<file path="src/rtl/remap_pkg.sv">
// Purpose: Shared constants for the serial register address front end
// Assumes: 16-bit parameter addresses and data, 13-bit remap address range
// Notes:   Register indices are parameter numbers of the drive's own table
package remap_pkg;

  // Parameter indices of the remap settings
  localparam logic [15:0] IDX_REMAP_CONTROL      = 16'h0087;
  localparam logic [15:0] IDX_REMAP1_SOURCE      = 16'h0088;
  localparam logic [15:0] IDX_REMAP1_DESTINATION = 16'h0089;
  localparam logic [15:0] IDX_REMAP2_SOURCE      = 16'h008A;
  localparam logic [15:0] IDX_REMAP2_DESTINATION = 16'h008B;

  // Persistent base and RAM-only alias
  localparam logic [15:0] PARAM_BASE_ADDR = 16'h0300;
  localparam logic [15:0] RAM_ONLY_OFFSET = 16'h1000;
  localparam logic [15:0] ALIAS_MASK      = 16'h1000;

  // Field positions and limits
  localparam int          REMAP_ENABLE_BIT = 0;
  localparam int          REMAP_ADDR_W     = 13;
  localparam logic [15:0] REMAP_ADDR_MAX   = 16'h1FFF;

  // Reset values
  localparam logic [15:0] RST_REMAP_CONTROL = 16'h0000;
  localparam logic [15:0] RST_REMAP_ADDR    = 16'h0000;

  typedef enum logic [1:0] {
    SRC_RS485 = 2'b00,
    SRC_USB   = 2'b01
  } port_src_t;

endpackage : remap_pkg

</file>
<file path="src/rtl/remap_entry.sv">
// Purpose: One remap entry with source and destination settings
// Assumes: Writes are already decoded for this entry
// Notes:   Values above the range are refused and the setting holds
`timescale 1ns/10ps
module remap_entry (
  // Clock and reset
  input  wire logic        clock,
  input  wire logic        rst_b,
  // Setting writes
  input  wire logic        src_wr,
  input  wire logic        dst_wr,
  input  wire logic [15:0] wr_data,
  // Lookup
  input  wire logic [15:0] addr_in,
  output logic             hit,
  output logic      [15:0] src_ff,
  output logic      [15:0] dst_ff
);

  logic [15:0] nxt_src;
  logic [15:0] nxt_dst;
  logic        in_range;

  always_comb begin
    in_range = (wr_data <= remap_pkg::REMAP_ADDR_MAX);
    nxt_src  = src_ff;
    nxt_dst  = dst_ff;
    if (src_wr && in_range) begin
      nxt_src = wr_data;
    end
    if (dst_wr && in_range) begin
      nxt_dst = wr_data;
    end
  end

  always_ff @(posedge clock or negedge rst_b) begin
    if (!rst_b) begin
      src_ff <= remap_pkg::RST_REMAP_ADDR;
      dst_ff <= remap_pkg::RST_REMAP_ADDR;
    end else begin
      src_ff <= nxt_src;
      dst_ff <= nxt_dst;
    end
  end

  assign hit = (addr_in == src_ff);

endmodule : remap_entry

</file>
<file path="src/rtl/serial_register_address_remap.sv">
// Purpose: Serial register access front end with NV alias and remapping
// Assumes: Link framing, CRC and UART sit upstream; one request per pulse
// Notes:   Answers one cycle after the request; setting writes need no remap
`timescale 1ns/10ps
module serial_register_address_remap (
  // Clock and reset
  input  wire logic        clock,
  input  wire logic        rst_b,
  // Incoming access
  input  wire logic        req_valid,
  input  wire logic        req_write,
  input  wire logic        req_from_usb,
  input  wire logic [15:0] req_addr,
  input  wire logic [15:0] req_wdata,
  // Outgoing parameter access
  output logic             acc_valid_ff,
  output logic             acc_write_ff,
  output logic      [15:0] acc_addr_ff,
  output logic      [15:0] acc_wdata_ff,
  output logic             ram_write_ff,
  output logic             nv_commit_ff,
  output logic             remapped_ff,
  // Setting readback
  output logic             set_rvalid_ff,
  output logic      [15:0] set_rdata_ff,
  output logic             remap_enable_ff
);

  logic [15:0] src1;
  logic [15:0] dst1;
  logic [15:0] src2;
  logic [15:0] dst2;
  logic        hit1;
  logic        hit2;
  logic        wr_setting;
  logic        ctl_wr;
  logic [15:0] phys_addr;
  logic        do_remap;
  logic [15:0] tgt;
  logic        nxt_acc_valid;
  logic        nxt_acc_write;
  logic [15:0] nxt_acc_addr;
  logic [15:0] nxt_acc_wdata;
  logic        nxt_ram_write;
  logic        nxt_nv_commit;
  logic        nxt_remapped;
  logic        nxt_set_rvalid;
  logic [15:0] nxt_set_rdata;
  logic        nxt_remap_enable;

  // Settings hit on their physical index, alias bit stripped
  assign phys_addr  = req_addr & ~remap_pkg::ALIAS_MASK;
  assign wr_setting = req_valid && req_write;
  assign ctl_wr     = wr_setting && (phys_addr == remap_pkg::IDX_REMAP_CONTROL);

  remap_entry u_entry1 (
    .clock   (clock),
    .rst_b   (rst_b),
    .src_wr  (wr_setting && (phys_addr == remap_pkg::IDX_REMAP1_SOURCE)),
    .dst_wr  (wr_setting && (phys_addr == remap_pkg::IDX_REMAP1_DESTINATION)),
    .wr_data (req_wdata),
    .addr_in (req_addr),
    .hit     (hit1),
    .src_ff  (src1),
    .dst_ff  (dst1)
  );

  remap_entry u_entry2 (
    .clock   (clock),
    .rst_b   (rst_b),
    .src_wr  (wr_setting && (phys_addr == remap_pkg::IDX_REMAP2_SOURCE)),
    .dst_wr  (wr_setting && (phys_addr == remap_pkg::IDX_REMAP2_DESTINATION)),
    .wr_data (req_wdata),
    .addr_in (req_addr),
    .hit     (hit2),
    .src_ff  (src2),
    .dst_ff  (dst2)
  );

  always_comb begin
    nxt_remap_enable = remap_enable_ff;
    if (ctl_wr && (req_wdata[15:1] == 15'h0000)) begin
      nxt_remap_enable = req_wdata[remap_pkg::REMAP_ENABLE_BIT];
    end
    do_remap = remap_enable_ff && !req_from_usb;
    tgt      = req_addr;
    if (do_remap && hit1) begin
      tgt = dst1;
    end else if (do_remap && hit2) begin
      tgt = dst2;
    end
    nxt_acc_valid  = req_valid;
    nxt_acc_write  = req_valid && req_write;
    nxt_acc_addr   = req_valid ? tgt : acc_addr_ff;
    nxt_acc_wdata  = req_valid ? req_wdata : acc_wdata_ff;
    nxt_remapped   = req_valid && (tgt != req_addr);
    nxt_ram_write  = req_valid && req_write;
    nxt_nv_commit  = req_valid && req_write && ((tgt & remap_pkg::ALIAS_MASK) == 16'h0000);
    nxt_set_rvalid = req_valid && !req_write;
    case (phys_addr)
      remap_pkg::IDX_REMAP_CONTROL:      nxt_set_rdata = {15'h0000, remap_enable_ff};
      remap_pkg::IDX_REMAP1_SOURCE:      nxt_set_rdata = src1;
      remap_pkg::IDX_REMAP1_DESTINATION: nxt_set_rdata = dst1;
      remap_pkg::IDX_REMAP2_SOURCE:      nxt_set_rdata = src2;
      remap_pkg::IDX_REMAP2_DESTINATION: nxt_set_rdata = dst2;
      default:                           nxt_set_rdata = 16'h0000;
    endcase
  end

  always_ff @(posedge clock or negedge rst_b) begin
    if (!rst_b) begin
      remap_enable_ff <= 1'b0;
      acc_valid_ff    <= 1'b0;
      acc_write_ff    <= 1'b0;
      acc_addr_ff     <= 16'h0000;
      acc_wdata_ff    <= 16'h0000;
      ram_write_ff    <= 1'b0;
      nv_commit_ff    <= 1'b0;
      remapped_ff     <= 1'b0;
      set_rvalid_ff   <= 1'b0;
      set_rdata_ff    <= 16'h0000;
    end else begin
      remap_enable_ff <= nxt_remap_enable;
      acc_valid_ff    <= nxt_acc_valid;
      acc_write_ff    <= nxt_acc_write;
      acc_addr_ff     <= nxt_acc_addr;
      acc_wdata_ff    <= nxt_acc_wdata;
      ram_write_ff    <= nxt_ram_write;
      nv_commit_ff    <= nxt_nv_commit;
      remapped_ff     <= nxt_remapped;
      set_rvalid_ff   <= nxt_set_rvalid;
      set_rdata_ff    <= nxt_set_rdata;
    end
  end

  // Persistent write commits
  property p_base_commit;
    @(posedge clock) disable iff (!rst_b)
      (req_valid && req_write && (req_from_usb || !remap_enable_ff)
       && req_addr == remap_pkg::PARAM_BASE_ADDR) |=> (ram_write_ff && nv_commit_ff);
  endproperty
  a_base_commit: assert property (p_base_commit) else $error("base write not committed");

  // RAM-only alias commits only when remapped to a persistent address
  property p_alias_ram_only;
    @(posedge clock) disable iff (!rst_b)
      (req_valid && req_write && (req_from_usb || !remap_enable_ff)
       && req_addr == (remap_pkg::PARAM_BASE_ADDR + remap_pkg::RAM_ONLY_OFFSET))
      |=> (ram_write_ff && !nv_commit_ff);
  endproperty
  a_alias_ram_only: assert property (p_alias_ram_only) else $error("alias write committed");

  // Entry one redirect
  property p_remap1;
    @(posedge clock) disable iff (!rst_b)
      (req_valid && remap_enable_ff && !req_from_usb && req_addr == src1)
      |=> (acc_valid_ff && acc_addr_ff == $past(dst1));
  endproperty
  a_remap1: assert property (p_remap1) else $error("entry one not applied");

  // Disabled means pass-through
  property p_disabled_pass;
    @(posedge clock) disable iff (!rst_b)
      (req_valid && !remap_enable_ff) |=> (acc_addr_ff == $past(req_addr));
  endproperty
  a_disabled_pass: assert property (p_disabled_pass) else $error("remap while disabled");

  // Settings stay in range
  property p_range;
    @(posedge clock) disable iff (!rst_b)
      (src1 <= remap_pkg::REMAP_ADDR_MAX) && (dst1 <= remap_pkg::REMAP_ADDR_MAX)
      && (src2 <= remap_pkg::REMAP_ADDR_MAX) && (dst2 <= remap_pkg::REMAP_ADDR_MAX);
  endproperty
  a_range: assert property (p_range) else $error("remap setting out of range");

  // Entry two applies alone
  property p_remap2;
    @(posedge clock) disable iff (!rst_b)
      (req_valid && remap_enable_ff && !req_from_usb && req_addr == src2 && req_addr != src1)
      |=> (acc_addr_ff == $past(dst2));
  endproperty
  a_remap2: assert property (p_remap2) else $error("entry two not applied");

  // USB unaffected
  property p_usb_pass;
    @(posedge clock) disable iff (!rst_b)
      (req_valid && req_from_usb) |=> (acc_addr_ff == $past(req_addr) && !remapped_ff);
  endproperty
  a_usb_pass: assert property (p_usb_pass) else $error("usb access remapped");

  // No match passes unchanged
  property p_nomatch;
    @(posedge clock) disable iff (!rst_b)
      (req_valid && req_addr != src1 && req_addr != src2) |=> (acc_addr_ff == $past(req_addr));
  endproperty
  a_nomatch: assert property (p_nomatch) else $error("unmatched access moved");

  // Entry one wins when both match
  property p_priority;
    @(posedge clock) disable iff (!rst_b)
      (req_valid && remap_enable_ff && !req_from_usb && req_addr == src1 && req_addr == src2)
      |=> (acc_addr_ff == $past(dst1));
  endproperty
  a_priority: assert property (p_priority) else $error("entry one did not win");

  // Enable values above one are refused
  property p_enable_refuse;
    @(posedge clock) disable iff (!rst_b)
      (ctl_wr && req_wdata > 16'h0001) |=> $stable(remap_enable_ff);
  endproperty
  a_enable_refuse: assert property (p_enable_refuse) else $error("bad enable taken");

  // No commit to a RAM-only final address
  property p_alias_no_commit;
    @(posedge clock) disable iff (!rst_b)
      nv_commit_ff |-> (acc_write_ff && (acc_addr_ff & remap_pkg::ALIAS_MASK) == 16'h0000);
  endproperty
  a_alias_no_commit: assert property (p_alias_no_commit) else $error("alias commit");

endmodule : serial_register_address_remap

</file>
<file path="config.mk">
export PLATFORM = sky130hd
export DESIGN_NAME = serial_register_address_remap
export DESIGN_NICKNAME = d
export VERILOG_FILES = /design/src/rtl/remap_pkg.sv /design/src/rtl/remap_entry.sv /design/src/rtl/serial_register_address_remap.sv
export SDC_FILE = /design/constraint.sdc
export NUM_CORES = 1
export LEC_CHECK = 0
export BUFFER_PORTS_ARGS = -buffer_cell sky130_fd_sc_hd__buf_4
export CAP_MARGIN = 10
export CORE_MARGIN = 1.5
export CORE_UTILIZATION = 45
export DETAILED_ROUTE_END_ITERATION = 10
export GPL_TIMING_DRIVEN = 0
export PLACE_DENSITY_LB_ADDON = 0.1
export SYNTH_ARGS = -nofsm -noshare
export SYNTH_HDL_FRONTEND = slang
export SYNTH_HIERARCHICAL = 1
export SYNTH_SLANG_ARGS = --single-unit
</file>
<file path="constraint.sdc">
create_clock -name clock -period 2.7 [get_ports clock]
set_clock_uncertainty 0.15 [all_clocks]
set_input_delay 0.27 -clock clock [delete_from_list [all_inputs] [get_ports clock]]
set_output_delay 0.27 -clock clock [all_outputs]
set_load 0.01 [all_outputs]
</file>
Word-level counts from Yosys, hierarchy flattened
Index checks and enable logic that the tools add are counted.
{"block": "totals", "latch_bits": 0, "mem_bits_rw": 0, "romBits": 0, "out_inout_bits": 55, "in_bits": 37, "wordCells": 46, "memories": 0, "ff_bits": 118}
{"block": "op_classes", "n_div": 0, "n_eq_ne": 8, "n_shift": 0, "n_mul": 0, "n_bitwise": 0, "muxes": 3, "n_addsub": 0, "reduce_logical": 21, "n_lt_le_gt_ge": 1}
{"operator": "16-bit one-hot mux with 5 select lines", "n": 1}
{"operator": "15-bit by 8-bit == test with 1-bit output (second input constant)", "n": 5}
{"operator": "16-bit == test", "n": 2}
{"operator": "16-bit two-way mux", "n": 2}
{"operator": "1-bit logical AND", "n": 17}
{"operator": "16-bit by 13-bit <= comparator with 1-bit output (second input constant)", "n": 1}
{"operator": "16-bit zero test", "n": 1}
{"operator": "16-bit inequality test", "n": 1}
{"operator": "15-bit zero test", "n": 1}
{"operator": "1-bit zero test", "n": 2}

Depth between registers and ports, before layout
{"block": "logic_depth", "depth_word": 7, "mapped_depth": 10, "mapped_depth_nobuf": 8}

Cells and area by module
The synthesis kept the hierarchy.
{"module": "serial_register_address_remap", "cells_each": 282, "instances": 1, "area_per_inst_um2": 3057.9, "seq_area_each_um2": 1351.3}
{"module": "remap_entry", "cells_each": 92, "instances": 2, "area_per_inst_um2": 1440.1, "seq_area_each_um2": 800.8}

Worst setup path before layout
No wires, ideal clock.
{"block": "synth_timing", "path_type": "reg2reg", "start": "reg u_entry2.src_ff[5]", "end": "reg acc_addr_ff[9]", "setup_slack_ns": 0.323, "arrival_ns": 2.162, "setup_ns": 0.065, "required_time_ns": 2.485, "synth_period_minus_slack_ns": 2.377, "path_stages_with_launch": 10, "n_path_buf": 2, "cell_sequence": "dfrtp_1 > xnor2_1 > nand4_1 > nor4_1 > nor2b_1 > buf_2 > buf_2 > a22oi_1 > o21ai_0 > mux2_2"}
{"block": "synth_via", "elab_chain_cells": 4}
{"element": "start, declared", "line_no": "remap_entry.sv:16", "rtl": "output logic [15:0] src_ff,"}
{"element": "start signal, assigned", "line_no": "remap_entry.sv:38", "rtl": "src_ff <= remap_pkg::RST_REMAP_ADDR;"}
{"element": "start signal, assigned", "line_no": "remap_entry.sv:41", "rtl": "src_ff <= nxt_src;"}
{"element": "16-bit == test", "line_no": "remap_entry.sv:46", "rtl": "assign hit = (addr_in == src_ff);"}
{"element": "named net hit2", "line_no": "serial_register_address_remap.sv:34", "rtl": "logic hit2;"}
{"element": "1-bit logical AND", "line_no": "serial_register_address_remap.sv:89", "rtl": "end else if (do_remap && hit2) begin"}
{"element": "16-bit two-way mux", "line_no": "serial_register_address_remap.sv:89"}
{"element": "16-bit two-way mux", "line_no": "serial_register_address_remap.sv:87", "rtl": "if (do_remap && hit1) begin"}
{"element": "end signal, assigned", "line_no": "serial_register_address_remap.sv:126", "rtl": "acc_addr_ff <= nxt_acc_addr;"}
{"element": "end, declared", "line_no": "serial_register_address_remap.sv:18", "rtl": "output logic [15:0] acc_addr_ff,"}
The timed path passes the listed nets, and every way through them passes these cells.
A chain may end at the register's enable or synchronous reset.

Final worst setup path
{"block": "layout_timing", "start": "reg u_entry1.src_ff[4]", "end": "reg remapped_ff"}
{"block": "layout_via", "elab_chain_cells": 5}
{"element": "start, declared", "line_no": "remap_entry.sv:16"}
{"element": "start signal, assigned", "line_no": "remap_entry.sv:38"}
{"element": "start signal, assigned", "line_no": "remap_entry.sv:41"}
{"element": "16-bit == test", "line_no": "remap_entry.sv:46"}
{"element": "named net hit1", "line_no": "serial_register_address_remap.sv:33", "rtl": "logic hit1;"}
{"element": "1-bit logical AND", "line_no": "serial_register_address_remap.sv:87"}
{"element": "16-bit two-way mux", "line_no": "serial_register_address_remap.sv:87"}
{"element": "16-bit inequality test", "line_no": "serial_register_address_remap.sv:96", "rtl": "nxt_remapped = req_valid && (tgt != req_addr);"}
{"element": "1-bit logical AND", "line_no": "serial_register_address_remap.sv:96"}
{"element": "named net nxt_remapped", "line_no": "serial_register_address_remap.sv:46", "rtl": "logic nxt_remapped;"}
{"element": "end signal, assigned", "line_no": "serial_register_address_remap.sv:130", "rtl": "remapped_ff <= nxt_remapped;"}
{"element": "end, declared", "line_no": "serial_register_address_remap.sv:22", "rtl": "output logic remapped_ff,"}
The timed path passes the listed nets, and every way through them passes these cells.

==> results.txt <==
internal power -> 3.551 mW
Die Height -> 117.9 um
register share of total power -> 0.402
Yosys cell types -> 39
hold path start -> req_wdata[10]
DRT Wirelength -> 17,850 um
Nets -> 637
clk root buf -> clkbuf_16
number of global-route vias before repair -> 4,685
Final Hold Vio Count -> 0
max-slew violation count -> 0
Tmin final -> 2.715 ns
pin count of the biggest net entering global routing -> 61
Clock Path Buffers -> 2
Req. time, crit path -> 2.86 ns
Placed Area -> 6868 sq um
P_sw -> 1.045 mW
Initial Util -> 0.4668
Vias per Instance -> 5.780
MaxCap Viol Count -> 0
drt wl/cell -> 22.73 um
CP max FO -> 6
fin crit share -> 1.006
worst hold path class -> in2reg
PD cells -> 587.7 nW/um^2
ANT nets after route -> 0
Arrival @ worst endpoint -> 2.87 ns
CTS tree -> built
GRT Total Usage -> 0.2669
# DRC -> 0
antenna cells -> 0
layout cells sized above 1 -> 0.4241
Setup CP Type -> reg2reg
num rows -> 41
die area -> 13,890 sq um
synthesized cell area -> 5938 sq um
Initial DRC Count -> 435
reg2reg path depth -> 9
gpl congestion -> 0.9093
Max-Slew Margin vs Limit -> 0.4340
total gr overflow -> 0
number of synthesized flops with an enable pin -> 0
Avg Cell Area, Syn -> 12.74 sq um
Sw Ratio -> 0.2274
port buffer count -> 91
Layout area overhead -> 31.69%
Mapped Cells -> 466
CP startpoint -> u_entry1/src_ff[4]$_DFFE_PN0P_
sequential share of the synthesized area -> 0.4973
Final Setup Violations -> 1
max frequency -> 368.3 MHz
combinational share of power -> 0.093
Lkg Pwr -> 3.593 nW
failing checks -> setup timing
hold path depth -> 2
H-tree lvl count -> 4
Setup WS post-layout -> -0.01488 ns
first-pass GRT wire length -> 27,640 um
CTS Sinks -> 118
measured slew at the worst slew-check pin -> 0.8490 ns
Critical Path End Type -> flip-flop
antenna violations before repair -> 0
TritonCTS Buffers -> 17
Setup WS pre-CTS -> -0.6234 ns
Post-DP HPWL -> 12,490 um
Core Area -> 12,720 sq um
Post-Syn Nets -> 503
Post-synth top flop -> dfrtp_1
VDD IR-drop max -> 429.6 uV
Clock transition at path regs -> 0.06 ns
chip width -> 117.9 um
RSZ-0062 raised after global routing -> yes
Worst-Skew Late Latency -> 0.42 ns
# IOs -> 92
Post-synth ARST share -> 1.000
DRT Pass-1 Iters -> 5
setup tns final -> -0.01488 ns
Vias -> 4,537
Post-Layout Inst Area -> 7820 sq um
clock power share -> 0.504
WHS -> 0.02015 ns
synth warn -> 6
CP startpoint kind -> flip-flop
synthesized flop and latch total -> 118
status -> complete, but fails checks
reg-to-reg startpoint -> u_entry1/src_ff[4]$_DFFE_PN0P_
flip-flops by register name, indices dropped and copies added (netlist names):
| name | cells |
|---|---|
| set_rvalid_ff | 1 |
| u_entry2/dst_ff | 16 |
| acc_valid_ff | 1 |
| remapped_ff | 1 |
| u_entry2/src_ff | 16 |
| acc_wdata_ff | 16 |
| u_entry1/dst_ff | 16 |
| remap_enable_ff | 1 |
| acc_addr_ff | 16 |
| ram_write_ff | 1 |
| nv_commit_ff | 1 |
| u_entry1/src_ff | 16 |
| set_rdata_ff | 16 |
Yosys cell counts (2+ instances only):
master / instances / area, sq um
nor4_1: 6 / 37.54
nor3_2: 3 / 30.03
o221ai_1: 15 / 131.4
buf_12: 4 / 80.08
and4_1: 2 / 17.52
nand3_1: 2 / 10.01
and2_1: 6 / 37.54
xnor2_1: 32 / 280.3
a22oi_1: 23 / 172.7
buf_6: 6 / 67.56
buf_1: 2 / 7.510
a222oi_1: 17 / 170.2
a221o_1: 15 / 150.1
xor2_1: 2 / 17.52
nor3_1: 2 / 10.01
mux2_2: 57 / 641.9
nand2b_1: 2 / 12.51
clkbuf_1: 7 / 26.28
nand4_1: 10 / 62.56
buf_4: 3 / 22.52
dfrtp_1: 118 / 2953
mux2_4: 28 / 420.4
nand2_1: 49 / 183.9
inv_1: 2 / 7.510
nor2b_1: 17 / 106.4
o21ai_0: 15 / 75.07
buf_2: 8 / 40.04
nor3b_4: 2 / 37.54
repair_timing:
action,CTS,global route
buffers inserted,5,0
resized for setup,17,16
endpoints found under the setup margin,18,15
hold buffers,18,0
hold endpoints to repair,118,0
pin swaps,9,6
power by group through the flow:
stage / Clock [mW] / Sequential (mW) / Combinational (mW)
global route: 2.45 / 1.85 / 0.461
detailed placement: 0 / 1.88 / 0.402
finish: 2.32 / 1.85 / 0.428
CTS: 2.36 / 1.85 / 0.429
floorplan: 0 / 1.90 / 0.133
global placement: 0 / 1.88 / 0.393
placed cells by master, fill, tap and decap left out, drive strengths merged:
cell type	instances
bufinv	3
o21ai	16
nand3	2
nor4	7
a31oi	1
inv	2
and4	2
o211ai	1
dfrtp	118
nand2	49
nand2b	2
a221o	15
nor3	6
o221ai	15
clkinv	4
xnor2	32
and2	6
buf	118
nor4b	1
mux2	85
clkbuf	29
a22oi	23
a222oi	17
nor2b	17
clkinvlp	5
nor2	2
o211a	1
dlygate4sd3	18
xor2	2
nor3b	3
nand4	11
path summary, 6_finish.rpt:
kind,end,slack (ns)
max,remapped_ff$_DFF_PN0_,-0.01
min,u_entry2/src_ff[10]$_DFFE_PN0P_,0.02
max reg2reg,remapped_ff$_DFF_PN0_,-0.01
min reg2reg,acc_addr_ff[4]$_DFFE_PN0P_,0.36
max in group asynchronous,u_entry2/dst_ff[15]$_DFFE_PN0P_,1.47
min in group asynchronous,u_entry1/src_ff[9]$_DFFE_PN0P_,0.25
area by class of cell:
cell class | count | area (sq um)
plain buffers | 30 | 269.0
fillers | 1074 | 4902
flip-flops and latches | 118 | 2953
clock buffers | 20 | 466.7
multi-input cells | 316 | 2825
well taps | 172 | 215.2
clock inverters | 12 | 151.4
inverters | 2 | 7.507
repair buffers | 115 | 932.1
metrics by stage:
stage,utilization,total power [mW],instances
finish,0.6147,4.596,785
global route,0.6147,4.761,785
CTS,0.6102,4.639,785
detailed placement,0.5398,2.282,730
global placement,0.5374,2.269,729
floorplan,-,2.034,466
routing by layer:
metal,track usage,up-vias,part of all wire
li1,-,2032,-
met1,0.3606,2310,0.44
met2,0.4170,164,0.47
met3,0.06589,31,0.055
met4,0.09832,0,0.028
met5,0,-,0
worst max-delay path: stages, from the launching register on:
cell and delay [ns]:
dfrtp_1 0.42, xnor2_2 0.19, nand4_1 0.17, nor4_2 0.24
buf_4 0.19, nand2b_4 0.17, o221ai_1 0.13, a222oi_1 0.42
nand4_1 0.23, o211a_1 0.26
kinds of logic after synthesis:
family / after synthesis / share of synthesized area
AOI/OAI and AO/OA: 89 / 0.1226
DFF: 118 / 0.4973
muxes: 85 / 0.1789
buffers and inverters: 32 / 0.04235
and+or+nand+nor: 108 / 0.1087
xor gates and xnor gates: 34 / 0.05015
Note: power is estimated with default switching activity, not from simulation.
